## src/tcu_timer_regs.vh

```
/*
 Register map, field positions, reset values and timing counts of the
 16-bit up/down reload timer with clock output.
 Assumes an APB slave with 32-bit data and byte addresses.
*/
// What this block does
// RULE1 - 16-bit count in two cascaded byte halves.
// RULE2 - Counter select picks clock/12 or pin.
// RULE3 - Count advances only while run bit set.
// RULE4 - Capture, reload, baud modes from control bits.
// RULE5 - Up/down enable makes direction pin steer count.
// RULE6 - Up overflow sets flag, interrupts, reloads.
// RULE7 - Down at reload value: flag, load FFFFh.
// RULE8 - External flag toggles, no interrupt, 17 bits.
// RULE9 - Clock-out counts at clock/2, 50% duty.
// RULE10 - Clock-out reloads on overflow, no interrupts; enabled direction-pin falls still set the external flag and interrupt.
// RULE11 - Output frequency clock/(4*(65536-reload)).
// RULE12 - Output clock drives the count pin.
// RULE13 - Software enables clock-out, then starts run.
// RULE14 - Baud and clock-out may share reload.
// RULE15 - Control register at C8h, fixed bit order.
// RULE16 - Baud clock bits force auto-reload.
// RULE17 - Direction pin fall with enable: capture/reload.
// RULE18 - Counter mode uses falling count-pin edges.
`ifndef TCU_TIMER_REGS_VH
`define TCU_TIMER_REGS_VH
`define TCU_ADDR_CTRL     8'hc8
`define TCU_ADDR_MODE     8'hcc
`define TCU_ADDR_CNT_LO   8'hd0
`define TCU_ADDR_CNT_HI   8'hd4
`define TCU_ADDR_REL_LO   8'hd8
`define TCU_ADDR_REL_HI   8'hdc
`define TCU_ADDR_IRQ_STAT 8'he0
`define TCU_ADDR_IRQ_EN   8'he4
`define TCU_ADDR_IRQ_CLR  8'he8
`define TCU_CTRL_OVF      7
`define TCU_CTRL_EXT      6
`define TCU_CTRL_RXCLK    5
`define TCU_CTRL_TXCLK    4
`define TCU_CTRL_EXTEN    3
`define TCU_CTRL_RUN      2
`define TCU_CTRL_CSEL     1
`define TCU_CTRL_CPRL     0
`define TCU_MODE_CLKOUT   1
`define TCU_MODE_UPDOWN   0
`define TCU_IRQ_OVF       0
`define TCU_IRQ_EXT       1
`define TCU_CTRL_RESET    8'h00
`define TCU_MODE_RESET    8'h00
`define TCU_CLK_MHZ       100
`define TCU_TIMER_DIV     12
`define TCU_CLKOUT_DIV    2
`endif

```

## src/tcu_timer.v

```verilog
/*
 Holds the timer: APB register slave, count pin and direction pin
 conditioning, count engine and interrupt logic.
 Assumes pins asynchronous to sys_clk and an APB master on sys_clk.
*/
`timescale 1ns/1ps
`default_nettype none
`include "tcu_timer_regs.vh"
module tcu_timer (
   // Clock and reset
   input  wire        sys_clk,
   input  wire        rst_n,
   // APB slave
   input  wire        psel,
   input  wire        penable,
   input  wire        pwrite,
   input  wire [7:0]  paddr,
   input  wire [31:0] pwdata,
   output reg  [31:0] prdata,
   output reg         pready,
   output reg         pslverr,
   // Pins
   input  wire        countPinIn,
   output reg         countPinOut,
   output reg         countPinOe,
   input  wire        directionPin,
   // Events
   output reg         baudTick,
   output reg         irq
);
   // Reset release.
   reg  [1:0]  rstSync_r;
   wire        rstInt_n = rstSync_r[1];
   always @(posedge sys_clk or negedge rst_n) begin
      if (!rst_n) rstSync_r <= 2'h0;
      else rstSync_r <= {rstSync_r[0], 1'b1};
   end

   // Registers.
   reg  [7:0]  ctrl_r;
   reg  [7:0]  mode_r;
   reg  [7:0]  cntLo_r;
   reg  [7:0]  cntHi_r;
   reg  [7:0]  relLo_r;
   reg  [7:0]  relHi_r;
   reg  [1:0]  irqStat_r;
   reg  [1:0]  irqEn_r;
   reg  [3:0]  preCnt_r;
   reg  [2:0]  cpSync_r;
   reg  [2:0]  dpSync_r;
   reg         cpFilt_r;
   reg         dpFilt_r;

   // Pin conditioning: the first stage feeds only the second, and a new level
   // is accepted once the second and third stages agree.
   always @(posedge sys_clk or negedge rstInt_n) begin
      if (!rstInt_n) begin
         cpSync_r <= 3'h7;
         dpSync_r <= 3'h7;
         cpFilt_r <= 1'b1;
         dpFilt_r <= 1'b1;
      end else begin
         cpSync_r <= {cpSync_r[1:0], countPinIn};
         dpSync_r <= {dpSync_r[1:0], directionPin};
         if (cpSync_r[1] == cpSync_r[2]) cpFilt_r <= cpSync_r[2];
         if (dpSync_r[1] == dpSync_r[2]) dpFilt_r <= dpSync_r[2];
      end
   end
   wire cpFall = cpFilt_r & ~cpSync_r[2] & (cpSync_r[1] == cpSync_r[2]);
   wire dpFall = dpFilt_r & ~dpSync_r[2] & (dpSync_r[1] == dpSync_r[2]);

   // Mode decode.
   wire baudMode = ctrl_r[`TCU_CTRL_RXCLK] | ctrl_r[`TCU_CTRL_TXCLK];
   wire clkOut   = mode_r[`TCU_MODE_CLKOUT];
   wire capMode  = ctrl_r[`TCU_CTRL_CPRL] & ~baudMode;                       // RULE16
   wire upDown   = mode_r[`TCU_MODE_UPDOWN] & ~capMode & ~baudMode & ~clkOut; // RULE4 RULE5
   wire run      = ctrl_r[`TCU_CTRL_RUN];
   wire [15:0] cnt = {cntHi_r, cntLo_r};
   wire [15:0] rel = {relHi_r, relLo_r};

   // Count input: pin edges are ignored while the pin is driven as an output.
   // Wrap points of the prescaler, kept at its own width.
   localparam [3:0] PRE_TOP_CLKOUT = `TCU_CLKOUT_DIV - 1;
   localparam [3:0] PRE_TOP_TIMER  = `TCU_TIMER_DIV - 1;
   wire [3:0] preTop = clkOut ? PRE_TOP_CLKOUT : PRE_TOP_TIMER;             // RULE9
   wire preWrap = (preCnt_r == preTop);
   wire useClk = clkOut | ~ctrl_r[`TCU_CTRL_CSEL];                           // RULE2 RULE18
   wire tick = run & (useClk ? preWrap : cpFall);                            // RULE3 RULE18
   always @(posedge sys_clk or negedge rstInt_n) begin
      if (!rstInt_n) preCnt_r <= 4'h0;
      else if (!run || preWrap) preCnt_r <= 4'h0;
      else preCnt_r <= preCnt_r + 4'h1;
   end

   // Count engine.
   wire goDown  = upDown & ~dpFilt_r;                                        // RULE5
   wire loCarry = (cntLo_r == 8'hff);                                        // RULE1
   wire ovfUp   = tick & ~goDown & loCarry & (cntHi_r == 8'hff);             // RULE6
   wire ovfDn   = tick & goDown & (cnt == rel);                              // RULE7
   wire ovf     = ovfUp | ovfDn;
   wire extTrig = ctrl_r[`TCU_CTRL_EXTEN] & dpFall & ~baudMode & ~upDown;    // RULE17
   wire extReload = extTrig & ~capMode;
   wire extCap  = extTrig & capMode;
   wire tfSet   = ovf & ~baudMode & ~clkOut;                                 // RULE10 RULE16
   wire exfSet  = extTrig;
   wire exfTog  = ovf & upDown;                                              // RULE8

   // APB decode.
   wire apbAcc = psel & penable & pready;
   wire wrEn   = apbAcc & pwrite;
   wire wrCtrl = wrEn & (paddr == `TCU_ADDR_CTRL);
   wire wrCntLo = wrEn & (paddr == `TCU_ADDR_CNT_LO);
   wire wrCntHi = wrEn & (paddr == `TCU_ADDR_CNT_HI);
   wire wrRelLo = wrEn & (paddr == `TCU_ADDR_REL_LO);
   wire wrRelHi = wrEn & (paddr == `TCU_ADDR_REL_HI);

   reg  [15:0] cntNxt;
   always @* begin
      cntNxt = cnt;
      if (ovfUp || extReload) cntNxt = rel;                                  // RULE6 RULE10
      else if (ovfDn) cntNxt = 16'hffff;                                     // RULE7
      else if (tick && goDown) cntNxt = cnt - 16'h0001;
      else if (tick) cntNxt = {loCarry ? cntHi_r + 8'h01 : cntHi_r, cntLo_r + 8'h01}; // RULE1
   end

   always @(posedge sys_clk or negedge rstInt_n) begin
      if (!rstInt_n) begin
         cntLo_r <= 8'h00;
         cntHi_r <= 8'h00;
         relLo_r <= 8'h00;
         relHi_r <= 8'h00;
      end else begin
         cntLo_r <= wrCntLo ? pwdata[7:0] : cntNxt[7:0];
         cntHi_r <= wrCntHi ? pwdata[7:0] : cntNxt[15:8];
         if (extCap) begin
            relLo_r <= cntLo_r;
            relHi_r <= cntHi_r;
         end else begin
            if (wrRelLo) relLo_r <= pwdata[7:0];                             // RULE14
            if (wrRelHi) relHi_r <= pwdata[7:0];
         end
      end
   end

   // Control and mode registers; a hardware flag event wins over a clear.
   reg  [7:0] ctrlNxt;
   always @* begin
      ctrlNxt = wrCtrl ? pwdata[7:0] : ctrl_r;                               // RULE15
      if (tfSet) ctrlNxt[`TCU_CTRL_OVF] = 1'b1;                              // RULE6
      if (exfSet) ctrlNxt[`TCU_CTRL_EXT] = 1'b1;                             // RULE17
      else if (exfTog) ctrlNxt[`TCU_CTRL_EXT] = ~ctrl_r[`TCU_CTRL_EXT];      // RULE8
   end
   always @(posedge sys_clk or negedge rstInt_n) begin
      if (!rstInt_n) begin
         ctrl_r <= `TCU_CTRL_RESET;
         mode_r <= `TCU_MODE_RESET;
      end else begin
         ctrl_r <= ctrlNxt;
         if (wrEn && paddr == `TCU_ADDR_MODE) mode_r <= {6'h00, pwdata[1:0]};
      end
   end

   // Interrupt status: sticky, set wins over the write-one clear.
   wire [1:0] irqSet = {exfSet, tfSet};
   wire [1:0] irqClr = (wrEn && paddr == `TCU_ADDR_IRQ_CLR) ? pwdata[1:0] : 2'h0;
   always @(posedge sys_clk or negedge rstInt_n) begin
      if (!rstInt_n) begin
         irqStat_r <= 2'h0;
         irqEn_r   <= 2'h0;
         irq       <= 1'b0;
      end else begin
         irqStat_r <= (irqStat_r & ~irqClr) | irqSet;
         if (wrEn && paddr == `TCU_ADDR_IRQ_EN) irqEn_r <= pwdata[1:0];
         irq <= |(((irqStat_r & ~irqClr) | irqSet) & irqEn_r);
      end
   end

   // Clock output: toggling on each overflow at clock/2 gives clock/(4*(65536-reload)).
   always @(posedge sys_clk or negedge rstInt_n) begin
      if (!rstInt_n) begin
         countPinOut <= 1'b0;
         countPinOe  <= 1'b0;
         baudTick    <= 1'b0;
      end else begin
         countPinOe <= clkOut;                                               // RULE12
         if (!clkOut) countPinOut <= 1'b0;
         else if (ovfUp) countPinOut <= ~countPinOut;                        // RULE9 RULE11 RULE12
         baudTick <= ovf & baudMode;                                         // RULE14
      end
   end

   // APB slave with one wait state so the read data leaves a flip-flop.
   reg [31:0] rdMux;
   reg        rdErr;
   always @* begin
      rdMux = 32'h0;
      rdErr = 1'b0;
      case (paddr)
         `TCU_ADDR_CTRL:     rdMux = {24'h0, ctrl_r};
         `TCU_ADDR_MODE:     rdMux = {24'h0, mode_r};
         `TCU_ADDR_CNT_LO:   rdMux = {24'h0, cntLo_r};
         `TCU_ADDR_CNT_HI:   rdMux = {24'h0, cntHi_r};
         `TCU_ADDR_REL_LO:   rdMux = {24'h0, relLo_r};
         `TCU_ADDR_REL_HI:   rdMux = {24'h0, relHi_r};
         `TCU_ADDR_IRQ_STAT: rdMux = {30'h0, irqStat_r};
         `TCU_ADDR_IRQ_EN:   rdMux = {30'h0, irqEn_r};
         `TCU_ADDR_IRQ_CLR:  rdMux = 32'h0;
         default:            rdErr = 1'b1;
      endcase
   end
   always @(posedge sys_clk or negedge rstInt_n) begin
      if (!rstInt_n) begin
         pready  <= 1'b0;
         pslverr <= 1'b0;
         prdata  <= 32'h0;
      end else if (psel && penable && !pready) begin
         pready  <= 1'b1;
         pslverr <= rdErr;
         prdata  <= pwrite ? 32'h0 : rdMux;
      end else begin
         pready  <= 1'b0;
         pslverr <= 1'b0;
         prdata  <= 32'h0;
      end
   end
endmodule // tcu_timer
`default_nettype wire

```

## config.mk

```make
export PLATFORM = sky130hd
export DESIGN_NAME = tcu_timer
export DESIGN_NICKNAME = d
export VERILOG_FILES = /design/src/tcu_timer.v
export VERILOG_INCLUDE_DIRS = /design/src /design/src/src
export SDC_FILE = /design/constraint.sdc
export NUM_CORES = 1
export LEC_CHECK = 0
export BUFFER_PORTS_ARGS = -buffer_cell sky130_fd_sc_hd__buf_2
export CAP_MARGIN = 10
export CORE_MARGIN = 3
export CORE_UTILIZATION = 50
export DETAILED_ROUTE_END_ITERATION = 7
export PLACE_DENSITY = 0.83
export SYNTH_ARGS = -nofsm -noshare
export SYNTH_HDL_FRONTEND = slang
export SYNTH_SLANG_ARGS = --single-unit
```

## constraint.sdc

```tcl
create_clock -name sys_clk -period 5.65 [get_ports sys_clk]
set_input_delay 0.2825 -clock sys_clk [delete_from_list [all_inputs] [get_ports sys_clk]]
set_output_delay 0.2825 -clock sys_clk [all_outputs]
set_load 0.05 [all_outputs]
```

==> impl_results.html, run 1 <==
<table>
<tr><th>Metric</th><th>Value</th></tr>
<tr><th colspan="2">Die</th></tr>
<tr><td>Die area</td><td>11000 µm²</td></tr>
<tr><td>Cell Rows</td><td>35</td></tr>
<tr><td>Die height</td><td>105 µm</td></tr>
<tr><td>Area inside the core boundary</td><td>9370 µm²</td></tr>
<tr><td>Chip Width</td><td>105 µm</td></tr>
<tr><td>I/O pins</td><td>85</td></tr>
<tr><td>Effective utilization at floorplan</td><td>52.1%</td></tr>
<tr><th colspan="2">Power</th></tr>
<tr><td>Worst IR drop on VDD</td><td>0.185 mV</td></tr>
<tr><td>Internal Pwr Total</td><td>777 µW</td></tr>
<tr><td>Total chip power</td><td>1080 µW</td></tr>
<tr><td>Net switching power</td><td>300 µW</td></tr>
<tr><td>Leakage power figure</td><td>0.00216 µW</td></tr>
<tr><td>Pwr Density</td><td>207 nW/µm²</td></tr>
<tr><td>Relative contribution of combinational cells to total power</td><td>8.3%</td></tr>
<tr><td>Fraction of power consumed by sequential logic</td><td>51.2%</td></tr>
<tr><td>Switching share of power</td><td>27.9%</td></tr>
<tr><td>Clock network fraction of design power</td><td>40.5%</td></tr>
<tr><th colspan="2">Placement</th></tr>
<tr><td>Placed instance count</td><td>672</td></tr>
<tr><td>Weighted congestion at the end of routability-driven global placement</td><td>0.949</td></tr>
<tr><td>Input/output buffers</td><td>36</td></tr>
<tr><td>Sum of net half-perimeters after detailed placement</td><td>9.54 mm</td></tr>
<tr><th colspan="2">Timing</th></tr>
<tr><td>Number of setup violations in the final report</td><td>0</td></tr>
<tr><td>Maximum frequency from static timing analysis</td><td>0.336 GHz</td></tr>
<tr><td>Fin Clk Skew</td><td>9.17 ps</td></tr>
<tr><td>Endpoints failing hold</td><td>0</td></tr>
<tr><td>Smallest hold slack</td><td>26.0 ps</td></tr>
<tr><td>Post-route minimum period</td><td>2980 ps</td></tr>
<tr><td>Tcrit/Tclk final</td><td>52.7%</td></tr>
<tr><td>Final Max Tran Viols</td><td>0</td></tr>
<tr><td>RSZ-0062 raised after global routing</td><td>no</td></tr>
<tr><td>Max-slew headroom</td><td>23.9%</td></tr>
<tr><td>Actual transition at the worst max-transition pin</td><td>1130 ps</td></tr>
<tr><td>Post-Route Setup TNS</td><td>0 ps</td></tr>
<tr><th colspan="2">Final layout</th></tr>
<tr><td>N_diodes</td><td>0</td></tr>
<tr><td>Finished Layout Cells</td><td>689</td></tr>
<tr><td>Area delta synth-&gt;final</td><td>6.62%</td></tr>
<tr><td>Share of the core filled with cells</td><td>55.5%</td></tr>
<tr><td>Layout filler cell count</td><td>847</td></tr>
<tr><td>Count of nets after finishing</td><td>607</td></tr>
<tr><td>Share of layout cells above drive strength 1</td><td>16.8%</td></tr>
<tr><th colspan="2">Global routing</th></tr>
<tr><td>Largest net degree at the start of global routing</td><td>51</td></tr>
<tr><td>Overall global routing resource usage</td><td>24.7%</td></tr>
<tr><td>Global-route wire length before repair</td><td>21.7 mm</td></tr>
<tr><td>Number of global-route vias before repair</td><td>4135</td></tr>
<tr><td>Global route overflow</td><td>0</td></tr>
<tr><td>Antenna violations before repair</td><td>0</td></tr>
<tr><th colspan="2">Yosys</th></tr>
<tr><td>Synth Area per Inst</td><td>9.10 µm²</td></tr>
<tr><td>Share of the synthesized area in the top cell type</td><td>33.8%</td></tr>
<tr><td>Async set-or-reset flop fraction in the synthesized netlist</td><td>100%</td></tr>
<tr><td>Fraction of the yosys area taken by sequential cells</td><td>38.2%</td></tr>
<tr><td>Gate count after technology mapping</td><td>536</td></tr>
<tr><td>Number of distinct library cell variants in the gate-level netlist after synthesis</td><td>77</td></tr>
<tr><td>Top-count cell post-synth</td><td>dfrtp_1</td></tr>
<tr><td>YS warnings</td><td>0</td></tr>
<tr><td>Register bit count reported by yosys</td><td>74</td></tr>
<tr><td>Area leader, netlist</td><td>dfrtp_1</td></tr>
<tr><td>Synth Cell Area</td><td>4880 µm²</td></tr>
<tr><td>Most numerous cell types in the synthesized netlist</td><td>66 x dfrtp_1, 52 x nor2_1, 47 x nand2_1</td></tr>
<tr><td>Number of synthesized flops with an enable pin</td><td>0</td></tr>
<tr><td>Synth top area cells</td><td>dfrtp_1 34%, mux2i_1 4.5%, dfstp_2 4.3%, buf_4 4.2%, nor2_1 4.0%</td></tr>
<tr><td>Most common flop cell mapped by yosys</td><td>dfrtp_1</td></tr>
<tr><th colspan="2">Setup path</th></tr>
<tr><td>Data arrival, critical path</td><td>3250 ps</td></tr>
<tr><td>Kind of critical path</td><td>reg -&gt; reg</td></tr>
<tr><td>Data required time of the worst path</td><td>5920 ps</td></tr>
<tr><td>Category of the worst setup path launch point</td><td>flip-flop</td></tr>
<tr><td>Endpoint kind of the worst setup timing path</td><td>flip-flop</td></tr>
<tr><td>CP Max Fanout</td><td>14</td></tr>
<tr><th colspan="2">Detailed routing</th></tr>
<tr><td>Via density per instance</td><td>6.27</td></tr>
<tr><td>Final routed DRC violation total</td><td>0</td></tr>
<tr><td>Aggregate routed wire length</td><td>13.4 mm</td></tr>
<tr><td>Vias</td><td>4320</td></tr>
<tr><td>Detail Route Antenna Nets</td><td>0</td></tr>
<tr><td>1st-iter DRT viols</td><td>591</td></tr>
<tr><td>Mean routed wirelength per cell</td><td>19.4 µm</td></tr>
<tr><td>Number of search-and-repair iterations in the first detailed-routing pass</td><td>6</td></tr>
<tr><th colspan="2">Clock network</th></tr>
<tr><td>Clk pin slew, worst setup/hold paths</td><td>80 ps</td></tr>
<tr><td>Clock insertion delay at the later pin of the skew report</td><td>350 ps</td></tr>
<tr><td>Num CTS Buffers</td><td>9</td></tr>
<tr><td>Sinks on the clock net</td><td>74</td></tr>
<tr><td>TritonCTS clock tree</td><td>built</td></tr>
<tr><td>Gates resized, CTS repair</td><td>0</td></tr>
<tr><td>Longest Clk Path Bufs</td><td>2</td></tr>
<tr><td>H-tree depth</td><td>3</td></tr>
<tr><td>Root Buffer Master</td><td>clkbuf_8</td></tr>
<tr><th colspan="2">Outcome</th></tr>
<tr><td>Run status</td><td>complete, no violations</td></tr>
<tr><th colspan="2">Flow run</th></tr>
<tr><td>Number of maximum-capacitance violations</td><td>0</td></tr>
<tr><th colspan="2">Min path</th></tr>
<tr><td>Class of the most critical hold timing path</td><td>in -&gt; reg</td></tr>
</table>
-- layout by cell type (no fill, tap or decap), types with 6 or more instances in the layout --
cell type,Yosys,final
inv_1,9,9
mux2i_1,22,22
dfstp_2,8,8
nor3_1,10,10
a22oi_1,14,14
mux2_2,12,12
nand2_1,47,47
and2_1,8,8
nand3_1,16,16
and3_1,9,9
a21oi_1,38,38
conb_1,2,25
nand4_1,13,13
dfrtp_1,66,65
buf_2,10,36
o21ai_0,23,23
a31oi_1,7,7
nor2_1,52,52
xnor2_1,21,21
clkbuf_8,0,10
a222oi_1,6,6
-- sequential cells by signal, summed over array words and instances (netlist names), 2 cells and up --
name,cells
cntHi_r,8
cntLo_r,8
ctrl_r,8
prdata,8
relHi_r,8
relLo_r,8
preCnt_r,4
cpSync_r,3
dpSync_r,3
irqEn_r,2
irqStat_r,2
mode_r,2
rstSync_r,2
-- logic make-up after synthesis --
| family | after synthesis | share of synthesized area, % |
|---|---|---|
| buffers and inverters | 62 | 7.41 |
| other | 2 | 0.154 |
| adder cells (fa/ha/maj) | 7 | 1.69 |
| XOR/XNOR | 26 | 4.67 |
| multiplexers | 34 | 7.28 |
| flip-flops | 74 | 38.2 |
| AND/OR/NAND/NOR | 203 | 23.1 |
| AO/OA/AOI/OAI | 128 | 17.5 |
-- power groups by stage --
stage	Combinational, µW	Clock (µW)	Sequential (µW)
final	89.5	436	552
after global routing	95.3	464	554
after CTS	88.2	438	552
after detailed placement	87.5	0	562
after global placement	85.9	0	561
after floorplan	71.2	0	564
-- per-stage QoR --
step / setup WS [ps] / cell area, µm²
2_1_floorplan: 3450 / 4970
3_3_place_gp: 2820 / 4990
3_5_place_dp: 2750 / 4990
4_1_cts: 2720 / 5200
5_1_grt: 2420 / 5200
6_report: 2670 / 5200
-- critical path: stages, from the launching register on --
cell and delay, ps:
dfrtp_1 570, nor3_2 410, o2111ai_1 290, a21oi_2 660
a22oi_1 260, nor2_1 200, mux2_2 350, o21ai_0 150
-- worst paths after layout --
kind	startpoint	end	slack, ps	depth (start not counted)
worst max-delay path	mode_r[1]	ctrl_r[6]	2670	7
worst min-delay path	countPinIn	cpSync_r[0]	30	1
worst min register to register	rstSync_r[1]	cntHi_r[0]	230	0
worst max register to register	mode_r[1]	ctrl_r[6]	2670	7
max in group asynchronous	rstSync_r[1]	prdata[1]	4380	1
min in group asynchronous	rstSync_r[1]	cntHi_r[0]	230	0
-- timing repair --
| item | CTS | global route |
|---|---|---|
| hold endpoints to repair | 2 | 0 |
| buffers inserted | 0 | 0 |
| hold buffers | 1 | 0 |
-- layer usage --
metal / global-route usage [%] / vias to the layer above / wire length, µm / share of wire, %
li1: - / 1944 / - / -
met5: 0 / - / 0 / 0
met2: 39.0 / 266 / 6230 / 47
met4: 11.1 / 0 / 532 / 4.0
met1: 32.8 / 2065 / 5340 / 40
met3: 5.25 / 45 / 1250 / 9.3
-- final cells by class --
type                            instances  area (µm²)  area share, %
Tap cell                              129         161           3.10
Multi-Input combinational cell        423        2740           52.7
Sequential cell                        74        1860           35.8
Clock inverter                          5        62.6           1.20
Clock buffer                           11         141           2.72
Inverter                                9        33.8          0.649
Timing Repair Buffer                   38         198           3.80
(Power assumes the default switching activity.)
==> run 2, diff against run 1 <==
--- a/config.mk
+++ b/config.mk
@@ -11,7 +11,7 @@
 export CORE_MARGIN = 3
 export CORE_UTILIZATION = 50
 export DETAILED_ROUTE_END_ITERATION = 7
-export PLACE_DENSITY = 0.83
+export PLACE_DENSITY = 0.86
 export SYNTH_ARGS = -nofsm -noshare
 export SYNTH_HDL_FRONTEND = slang
 export SYNTH_SLANG_ARGS = --single-unit
==> constraint.sdc (replaced) <==
create_clock -name sys_clk -period 2.45 [get_ports sys_clk]
set_input_delay 0.1225 -clock sys_clk [delete_from_list [all_inputs] [get_ports sys_clk]]
set_output_delay 0.1225 -clock sys_clk [all_outputs]
set_load 0.05 [all_outputs]
==> run 2 against run 1 <==
Effect of this change: wire length rose by 9.7%; first-iteration DRC count rose by 24%; worst setup slack got worse by 2600 ps; cell area rose by 8.8%; sequential power rose by 130%; via count rose by 9.3%; critical endpoint is now cntHi_r[4]; maximum frequency rose by 24%; utilization rose by 4.9 points; final cell count rose by 7.0%.
==> impl_results.html, run 2 (same netlist as run 1, synthesis figures left out) <==
<table>
<tr><th>Metric</th><th>Value</th></tr>
<tr><th colspan="2">Outcome</th></tr>
<tr><td>Run status</td><td>complete, no violations (unchanged)</td></tr>
<tr><th colspan="2">Timing</th></tr>
<tr><td>Final Max Tran Viols</td><td>0 (unchanged)</td></tr>
<tr><td>Endpoints failing hold</td><td>0 (unchanged)</td></tr>
<tr><td>Smallest hold slack</td><td>77.5 ps (was 26.0 ps)</td></tr>
<tr><td>Post-route minimum period</td><td>2390 ps (was 2980 ps)</td></tr>
<tr><td>Tcrit/Tclk final</td><td>97.7% (was 52.7%)</td></tr>
<tr><td>RSZ-0062 raised after global routing</td><td>yes (was no)</td></tr>
<tr><td>Max-slew headroom</td><td>60.6% (was 23.9%)</td></tr>
<tr><td>Number of setup violations in the final report</td><td>0 (unchanged)</td></tr>
<tr><td>Fin Clk Skew</td><td>11.6 ps (was 9.17 ps)</td></tr>
<tr><td>Actual transition at the worst max-transition pin</td><td>589 ps (was 1130 ps)</td></tr>
<tr><td>Maximum frequency from static timing analysis</td><td>0.418 GHz (was 0.336 GHz)</td></tr>
<tr><th colspan="2">Global routing</th></tr>
<tr><td>Number of global-route vias before repair</td><td>4556 (was 4135)</td></tr>
<tr><td>Global route overflow</td><td>0 (unchanged)</td></tr>
<tr><td>Global-route wire length before repair</td><td>23.1 mm (was 21.7 mm)</td></tr>
<tr><td>Overall global routing resource usage</td><td>26.2% (was 24.7%)</td></tr>
<tr><td>Largest net degree at the start of global routing</td><td>33 (was 51)</td></tr>
<tr><td>Antenna violations before repair</td><td>0 (unchanged)</td></tr>
<tr><th colspan="2">Clock network</th></tr>
<tr><td>Clk pin slew, worst setup/hold paths</td><td>90 ps (was 80 ps)</td></tr>
<tr><td>Longest Clk Path Bufs</td><td>2 (unchanged)</td></tr>
<tr><td>H-tree depth</td><td>3 (unchanged)</td></tr>
<tr><td>Root Buffer Master</td><td>clkbuf_8 (unchanged)</td></tr>
<tr><td>Sinks on the clock net</td><td>74 (unchanged)</td></tr>
<tr><td>Num CTS Buffers</td><td>9 (unchanged)</td></tr>
<tr><td>TritonCTS clock tree</td><td>built (unchanged)</td></tr>
<tr><td>Clock insertion delay at the later pin of the skew report</td><td>360 ps (was 350 ps)</td></tr>
<tr><th colspan="2">Final layout</th></tr>
<tr><td>Final instance area</td><td>5660 µm² (was 5200 µm²)</td></tr>
<tr><td>Layout filler cell count</td><td>783 (was 847)</td></tr>
<tr><td>Count of nets after finishing</td><td>655 (was 607)</td></tr>
<tr><td>Leading cell type in the layout, fill and taps excluded</td><td>dfrtp_1 (unchanged)</td></tr>
<tr><td>N_diodes</td><td>0 (unchanged)</td></tr>
<tr><td>Leading cell types in the layout, fill and taps excluded</td><td>64 x dfrtp_1, 52 x nor2_1, 47 x nand2_1 (was 65 x dfrtp_1, 52 x nor2_1, 47 x nand2_1)</td></tr>
<tr><td>Share of layout cells above drive strength 1</td><td>24.8% (was 16.8%)</td></tr>
<tr><td>Finished Layout Cells</td><td>737 (was 689)</td></tr>
<tr><td>Area delta synth-&gt;final</td><td>16.0% (was 6.62%)</td></tr>
<tr><th colspan="2">Detailed routing</th></tr>
<tr><td>1st-iter DRT viols</td><td>731 (was 591)</td></tr>
<tr><td>Final routed DRC violation total</td><td>0 (unchanged)</td></tr>
<tr><td>Via density per instance</td><td>6.41 (was 6.27)</td></tr>
<tr><td>Vias</td><td>4721 (was 4320)</td></tr>
<tr><td>Mean routed wirelength per cell</td><td>19.9 µm (was 19.4 µm)</td></tr>
<tr><td>Aggregate routed wire length</td><td>14.6 mm (was 13.4 mm)</td></tr>
<tr><td>Detail Route Antenna Nets</td><td>0 (unchanged)</td></tr>
<tr><td>Number of search-and-repair iterations in the first detailed-routing pass</td><td>8 (was 6)</td></tr>
<tr><th colspan="2">Setup path</th></tr>
<tr><td>Data arrival, critical path</td><td>2640 ps (was 3250 ps)</td></tr>
<tr><td>Endpoint kind of the worst setup timing path</td><td>flip-flop (unchanged)</td></tr>
<tr><td>Worst R2R Start</td><td>cntLo_r[0] (was mode_r[1])</td></tr>
<tr><td>Kind of critical path</td><td>reg -&gt; reg (unchanged)</td></tr>
<tr><td>Critical Path Start</td><td>cntLo_r[0] (was mode_r[1])</td></tr>
<tr><td>Worst flop-to-flop path endpoint</td><td>cntHi_r[4] (was ctrl_r[6])</td></tr>
<tr><td>CP Max Fanout</td><td>7 (was 14)</td></tr>
<tr><td>Data required time of the worst path</td><td>2690 ps (was 5920 ps)</td></tr>
<tr><td>Critical path capture point</td><td>cntHi_r[4] (was ctrl_r[6])</td></tr>
<tr><td>Reg2reg path depth</td><td>9 (was 7)</td></tr>
<tr><td>Category of the worst setup path launch point</td><td>flip-flop (unchanged)</td></tr>
<tr><td>Setup slack, reg-to-reg</td><td>60 ps (was 2670 ps)</td></tr>
<tr><th colspan="2">Placement</th></tr>
<tr><td>Weighted congestion at the end of routability-driven global placement</td><td>0.949 (unchanged)</td></tr>
<tr><td>Placed instance count</td><td>711 (was 672)</td></tr>
<tr><td>Instance area after placement</td><td>5290 µm² (was 4990 µm²)</td></tr>
<tr><td>Input/output buffers</td><td>36 (unchanged)</td></tr>
<tr><td>Sum of net half-perimeters after detailed placement</td><td>10.5 mm (was 9.54 mm)</td></tr>
<tr><th colspan="2">Power</th></tr>
<tr><td>Pwr Density</td><td>455 nW/µm² (was 207 nW/µm²)</td></tr>
<tr><td>Leakage power figure</td><td>0.00241 µW (was 0.00216 µW)</td></tr>
<tr><td>Worst IR drop on VDD</td><td>0.331 mV (was 0.185 mV)</td></tr>
<tr><th colspan="2">Die</th></tr>
<tr><td>Effective utilization at floorplan</td><td>52.1% (unchanged)</td></tr>
<tr><td>I/O pins</td><td>85 (unchanged)</td></tr>
<tr><td>Die height</td><td>105 µm (unchanged)</td></tr>
<tr><td>Chip Width</td><td>105 µm (unchanged)</td></tr>
<tr><td>Die area</td><td>11000 µm² (unchanged)</td></tr>
<tr><td>Area inside the core boundary</td><td>9370 µm² (unchanged)</td></tr>
<tr><td>Cell Rows</td><td>35 (unchanged)</td></tr>
<tr><th colspan="2">Min path</th></tr>
<tr><td>Class of the most critical hold timing path</td><td>in -&gt; async (was in -&gt; reg)</td></tr>
<tr><th colspan="2">Flow run</th></tr>
<tr><td>Number of maximum-capacitance violations</td><td>0 (unchanged)</td></tr>
</table>
## run 2: how the worst min path moves through the flow
stage                    from      endpoint  cells past startpoint
floorplan               rst_n  rstSync_r[0]                      0
global placement        rst_n  rstSync_r[0]                      1
detailed placement      rst_n  rstSync_r[0]                      1
CTS                 pwdata[2]    cntLo_r[2]                      3
global route            rst_n  rstSync_r[1]                      2
finish                  rst_n  rstSync_r[1]                      2
## run 2: per-stage QoR
stage	power, µW	utilization (%)	setup TNS, ps	setup WS [ps]
6_report	2580	60.4	0	56.2
5_1_grt	2660	60.4	-64.9	-19.8
4_1_cts	2580	59.2	0	10.2
3_5_place_dp	1510	56.5	0	57.5
3_3_place_gp	1500	56.5	0	120
2_1_floorplan	1460	-	0	251
## run 2: area by class of cell
type	count	area, µm²	share of cell area (%)
clock buffers	9	124	2.19
well taps	129	161	2.85
clock inverters	7	101	1.79
inverters	9	33.8	0.597
flip-flops and latches	74	1860	32.9
multi-input cells	424	2810	49.6
repair buffers	85	568	10.0
## run 2: worst max-delay path, cell delays in order (launching register included)
cell	delay (ps)
dfrtp_1	350
buf_4	120
ha_2	200
nand4_1	190
or2_1	300
a221o_1	380
and2_4	220
a22oi_1	190
o21ai_0	100
a41o_1	210
## run 2: power breakdown
part	leakage, µW	switching (µW)	total, µW	internal, µW
sequential	0.000868	23.4	1270	1240
combinational	0.00143	175	229	54.0
clock	0.000106	498	1080	582
total	0.00241	696	2580	1880
## run 2: layer usage
layer | track usage (%) | wire length (µm)
met1 | 33.4 | 5400
met2 | 42.7 | 6790
met3 | 5.25 | 1660
met4 | 12.6 | 800
met5 | 0 | 0
## run 2: repair_timing
item / in CTS / in global routing
gates resized for setup: 0 / 14
hold endpoints to repair: 4 / 0
hold buffers: 3 / 0
endpoints found under the setup margin: 0 / 14
buffers inserted: 0 / 6
==> run 3, diff against run 2 <==
--- a/config.mk
+++ b/config.mk
@@ -6,6 +6,7 @@
 export SDC_FILE = /design/constraint.sdc
 export NUM_CORES = 1
 export LEC_CHECK = 0
+export ABC_AREA = 1
 export BUFFER_PORTS_ARGS = -buffer_cell sky130_fd_sc_hd__buf_2
 export CAP_MARGIN = 10
 export CORE_MARGIN = 3
==> run 3 against run 2 <==
Effect of this change: worst setup slack gained 160 ps; sequential power about the same; combinational power increased by 5%; critical path depth grew 5; power shrank 3.7%; flip-flop and latch count unchanged; critical path type unchanged.
==> impl_results.html, run 3 <==
<table>
<tr><th>Metric</th><th>Value</th></tr>
<tr><th colspan="2">Yosys</th></tr>
<tr><td>Area leader, netlist</td><td>dfrtp_1 (unchanged)</td></tr>
<tr><td>Share of the synthesized area in the top cell type</td><td>30.9% (was 33.8%)</td></tr>
<tr><td>Synth Cell Area</td><td>5340 µm² (was 4880 µm²)</td></tr>
<tr><td>Most numerous cell types in the synthesized netlist</td><td>272 x nand2_1, 96 x nor2_1, 95 x inv_1 (was 66 x dfrtp_1, 52 x nor2_1, 47 x nand2_1)</td></tr>
<tr><td>Number of synthesized flops with an enable pin</td><td>0 (unchanged)</td></tr>
<tr><td>Top-count cell post-synth</td><td>nand2_1 (was dfrtp_1)</td></tr>
<tr><td>Most common flop cell mapped by yosys</td><td>dfrtp_1 (unchanged)</td></tr>
<tr><td>Async set-or-reset flop fraction in the synthesized netlist</td><td>100% (unchanged)</td></tr>
<tr><td>Synth Area per Inst</td><td>6.70 µm² (was 9.10 µm²)</td></tr>
<tr><td>YS warnings</td><td>0 (unchanged)</td></tr>
<tr><td>Register bit count reported by yosys</td><td>74 (unchanged)</td></tr>
<tr><td>Gate count after technology mapping</td><td>797 (was 536)</td></tr>
<tr><td>Synth top area cells</td><td>dfrtp_1 31%, nand2_1 19%, nor2_1 6.7%, inv_1 6.7%, buf_4 4.1% (was dfrtp_1 34%, mux2i_1 4.5%, dfstp_2 4.3%, buf_4 4.2%, nor2_1 4.0%)</td></tr>
<tr><td>Number of distinct library cell variants in the gate-level netlist after synthesis</td><td>40 (was 77)</td></tr>
<tr><td>Fraction of the yosys area taken by sequential cells</td><td>34.9% (was 38.2%)</td></tr>
<tr><th colspan="2">Global routing</th></tr>
<tr><td>Overall global routing resource usage</td><td>26.1% (was 26.2%)</td></tr>
<tr><td>Global route overflow</td><td>0 (unchanged)</td></tr>
<tr><td>Number of global-route vias before repair</td><td>4794 (was 4556)</td></tr>
<tr><td>Global-route wire length before repair</td><td>24.1 mm (was 23.1 mm)</td></tr>
<tr><td>Antenna violations before repair</td><td>0 (unchanged)</td></tr>
<tr><td>Largest net degree at the start of global routing</td><td>51 (was 33)</td></tr>
<tr><th colspan="2">Power</th></tr>
<tr><td>Clock network fraction of design power</td><td>39.2% (was 41.9%)</td></tr>
<tr><td>Switching share of power</td><td>28.7% (was 27.0%)</td></tr>
<tr><td>Internal Pwr Total</td><td>1770 µW (was 1880 µW)</td></tr>
<tr><td>Relative contribution of combinational cells to total power</td><td>9.7% (was 8.9%)</td></tr>
<tr><td>Leakage power figure</td><td>0.00330 µW (was 0.00241 µW)</td></tr>
<tr><td>Worst IR drop on VDD</td><td>0.381 mV (was 0.331 mV)</td></tr>
<tr><td>Net switching power</td><td>713 µW (was 696 µW)</td></tr>
<tr><td>Pwr Density</td><td>425 nW/µm² (was 455 nW/µm²)</td></tr>
<tr><td>Fraction of power consumed by sequential logic</td><td>51.1% (was 49.2%)</td></tr>
<tr><td>Total chip power</td><td>2480 µW (was 2580 µW)</td></tr>
<tr><th colspan="2">Die</th></tr>
<tr><td>Chip Width</td><td>109 µm (was 105 µm)</td></tr>
<tr><td>Die area</td><td>12000 µm² (was 11000 µm²)</td></tr>
<tr><td>Area inside the core boundary</td><td>10400 µm² (was 9370 µm²)</td></tr>
<tr><td>Die height</td><td>109 µm (was 105 µm)</td></tr>
<tr><td>I/O pins</td><td>85 (unchanged)</td></tr>
<tr><td>Cell Rows</td><td>37 (was 35)</td></tr>
<tr><td>Effective utilization at floorplan</td><td>51.5% (was 52.1%)</td></tr>
<tr><th colspan="2">Timing</th></tr>
<tr><td>Fin Clk Skew</td><td>12.1 ps (was 11.6 ps)</td></tr>
<tr><td>Actual transition at the worst max-transition pin</td><td>719 ps (was 589 ps)</td></tr>
<tr><td>Maximum frequency from static timing analysis</td><td>0.447 GHz (was 0.418 GHz)</td></tr>
<tr><td>Post-route minimum period</td><td>2240 ps (was 2390 ps)</td></tr>
<tr><td>Max-slew headroom</td><td>51.9% (was 60.6%)</td></tr>
<tr><td>Endpoints failing hold</td><td>0 (unchanged)</td></tr>
<tr><td>Tcrit/Tclk final</td><td>91.2% (was 97.7%)</td></tr>
<tr><td>Post-Route Setup TNS</td><td>0 ps (unchanged)</td></tr>
<tr><td>Number of setup violations in the final report</td><td>0 (unchanged)</td></tr>
<tr><td>Final Max Tran Viols</td><td>0 (unchanged)</td></tr>
<tr><td>RSZ-0062 raised after global routing</td><td>no (was yes)</td></tr>
<tr><th colspan="2">Final layout</th></tr>
<tr><td>Area delta synth-&gt;final</td><td>9.32% (was 16.0%)</td></tr>
<tr><td>Leading cell type in the layout, fill and taps excluded</td><td>nand2_1 (was dfrtp_1)</td></tr>
<tr><td>Layout filler cell count</td><td>986 (was 783)</td></tr>
<tr><td>Area taken by multi-input logic gates</td><td>2870 µm² (was 2810 µm²)</td></tr>
<tr><td>N_diodes</td><td>0 (unchanged)</td></tr>
<tr><td>Share of layout cells above drive strength 1</td><td>13.2% (was 24.8%)</td></tr>
<tr><td>Register Area</td><td>1860 µm² (about the same)</td></tr>
<tr><td>Leading cell types in the layout, fill and taps excluded</td><td>272 x nand2_1, 96 x nor2_1, 95 x inv_1 (was 64 x dfrtp_1, 52 x nor2_1, 47 x nand2_1)</td></tr>
<tr><td>Count of nets after finishing</td><td>896 (was 655)</td></tr>
<tr><th colspan="2">Setup path</th></tr>
<tr><td>Worst flop-to-flop path endpoint</td><td>cntHi_r[7] (was cntHi_r[4])</td></tr>
<tr><td>Reg2reg path depth</td><td>14 (was 9)</td></tr>
<tr><td>Kind of critical path</td><td>reg -&gt; reg (unchanged)</td></tr>
<tr><td>Data arrival, critical path</td><td>2510 ps (was 2640 ps)</td></tr>
<tr><td>Data required time of the worst path</td><td>2720 ps (was 2690 ps)</td></tr>
<tr><td>Category of the worst setup path launch point</td><td>flip-flop (unchanged)</td></tr>
<tr><td>CP Max Fanout</td><td>6 (was 7)</td></tr>
<tr><td>Endpoint kind of the worst setup timing path</td><td>flip-flop (unchanged)</td></tr>
<tr><td>Critical Path Start</td><td>cntLo_r[0] (unchanged)</td></tr>
<tr><td>Critical path capture point</td><td>cntHi_r[7] (was cntHi_r[4])</td></tr>
<tr><td>Setup slack, reg-to-reg</td><td>210 ps (was 60 ps)</td></tr>
<tr><td>Worst R2R Start</td><td>cntLo_r[0] (unchanged)</td></tr>
<tr><th colspan="2">Detailed routing</th></tr>
<tr><td>1st-iter DRT viols</td><td>670 (was 731)</td></tr>
<tr><td>Detail Route Antenna Nets</td><td>0 (unchanged)</td></tr>
<tr><td>Via density per instance</td><td>5.43 (was 6.41)</td></tr>
<tr><td>Aggregate routed wire length</td><td>14.8 mm (was 14.6 mm)</td></tr>
<tr><td>Vias</td><td>5353 (was 4721)</td></tr>
<tr><td>Number of search-and-repair iterations in the first detailed-routing pass</td><td>7 (was 8)</td></tr>
<tr><td>Final routed DRC violation total</td><td>0 (unchanged)</td></tr>
<tr><td>Mean routed wirelength per cell</td><td>15.0 µm (was 19.9 µm)</td></tr>
<tr><th colspan="2">Clock network</th></tr>
<tr><td>Num CTS Buffers</td><td>9 (unchanged)</td></tr>
<tr><td>Root Buffer Master</td><td>clkbuf_8 (unchanged)</td></tr>
<tr><td>H-tree depth</td><td>3 (unchanged)</td></tr>
<tr><td>TritonCTS clock tree</td><td>built (unchanged)</td></tr>
<tr><td>Sinks on the clock net</td><td>74 (unchanged)</td></tr>
<tr><td>Clock insertion delay at the later pin of the skew report</td><td>370 ps (was 360 ps)</td></tr>
<tr><td>Longest Clk Path Bufs</td><td>2 (unchanged)</td></tr>
<tr><td>Clk pin slew, worst setup/hold paths</td><td>90 ps (about the same)</td></tr>
<tr><th colspan="2">Placement</th></tr>
<tr><td>Sum of net half-perimeters after detailed placement</td><td>11.1 mm (was 10.5 mm)</td></tr>
<tr><td>Input/output buffers</td><td>36 (unchanged)</td></tr>
<tr><td>Weighted congestion at the end of routability-driven global placement</td><td>0.967 (was 0.949)</td></tr>
<tr><th colspan="2">Outcome</th></tr>
<tr><td>Run status</td><td>complete, no violations (unchanged)</td></tr>
<tr><th colspan="2">Flow run</th></tr>
<tr><td>Number of maximum-capacitance violations</td><td>0 (unchanged)</td></tr>
<tr><th colspan="2">Min path</th></tr>
<tr><td>Class of the most critical hold timing path</td><td>in -&gt; reg (was in -&gt; async)</td></tr>
</table>
run 3: power groups by stage:
| stage | combinational [µW] | clock [µW] | sequential [µW] |
|---|---|---|---|
| after detailed placement | 233 | 0 | 1290 |
| after floorplan | 187 | 0 | 1300 |
| after global routing | 261 | 1030 | 1270 |
| after CTS | 238 | 979 | 1270 |
| after global placement | 232 | 0 | 1290 |
| final | 241 | 973 | 1270 |
run 3: through the flow:
| step | cell area (µm²) | util, % | hold WS, ps | setup WS (ps) | std cells |
|---|---|---|---|---|---|
| finish | 5840 | 56.3 | 40.4 | 215 | 985 |
| global route | 5840 | 56.3 | 50.1 | 28.0 | 985 |
| CTS | 5830 | 56.3 | 33.1 | 227 | 985 |
| detailed placement | 5610 | 54.1 | -90.7 | 300 | 966 |
| global placement | 5610 | 54.1 | -91.3 | 335 | 966 |
| floorplan | 5430 | - | -173 | 251 | 820 |
run 3: layer usage:
layer  part of all wire (%)  up-vias  wire length, µm  GRT usage, %
met3                     11       65             1570          4.11
li1                       -     2571                -             -
met2                     44      322             6510          38.4
met4                    5.1        0              750          15.6
met5                      0        -                0             0
met1                     40     2395             5940          36.3
run 3: cell families after synthesis:
logic type      Yosys count  share of synthesized area, %
mux                       1                         0.187
flops                    74                          34.9
fa+ha+maj                 7                          1.55
compound gates           99                          11.3
other cells               2                         0.141
xor+xnor                 18                          2.95
simple gates            448                          35.9
buf+inv                 148                          13.1
run 3: worst min path at each step:
| stage | startpoint | to | slack (ps) | cells past startpoint |
|---|---|---|---|---|
| 2_1_floorplan | rst_n | rstSync_r[0] | -170 | 0 |
| 3_3_place_gp | rst_n | rstSync_r[0] | -90 | 1 |
| 3_5_place_dp | rst_n | rstSync_r[0] | -90 | 1 |
| 4_1_cts | pwdata[4] | ctrl_r[4] | 30 | 3 |
| 5_1_grt | pwdata[1] | ctrl_r[1] | 50 | 3 |
| 6_report | pwdata[4] | ctrl_r[4] | 40 | 3 |
run 3: area by class of cell:
cell class / instances / share of cell area (%)
clock buffers: 10 / 2.19
clock inverters: 6 / 1.11
inverters: 106 / 6.86
multi-input cells: 598 / 49.2
flip-flops and latches: 74 / 31.9
well taps: 136 / 2.91
repair buffers: 55 / 5.87
run 3: critical path: stages, from the launching register on:
cell and delay (ps):
dfrtp_1 440, ha_1 250, nand3_1 220, nor2_4 110
nand2_1 90, nor2_1 40, nand2_1 150, nand2_2 140
nor2_1 250, buf_4 190, nand2_1 50, nand2_1 60
nand2_1 50, nand2_1 50, nand2_1 40
run 3: repair_timing:
action	in CTS	in global routing
hold endpoints to repair	4	0
endpoints found under the setup margin	0	2
buffers inserted	0	0
gates resized for setup	0	1
hold buffers	3	0
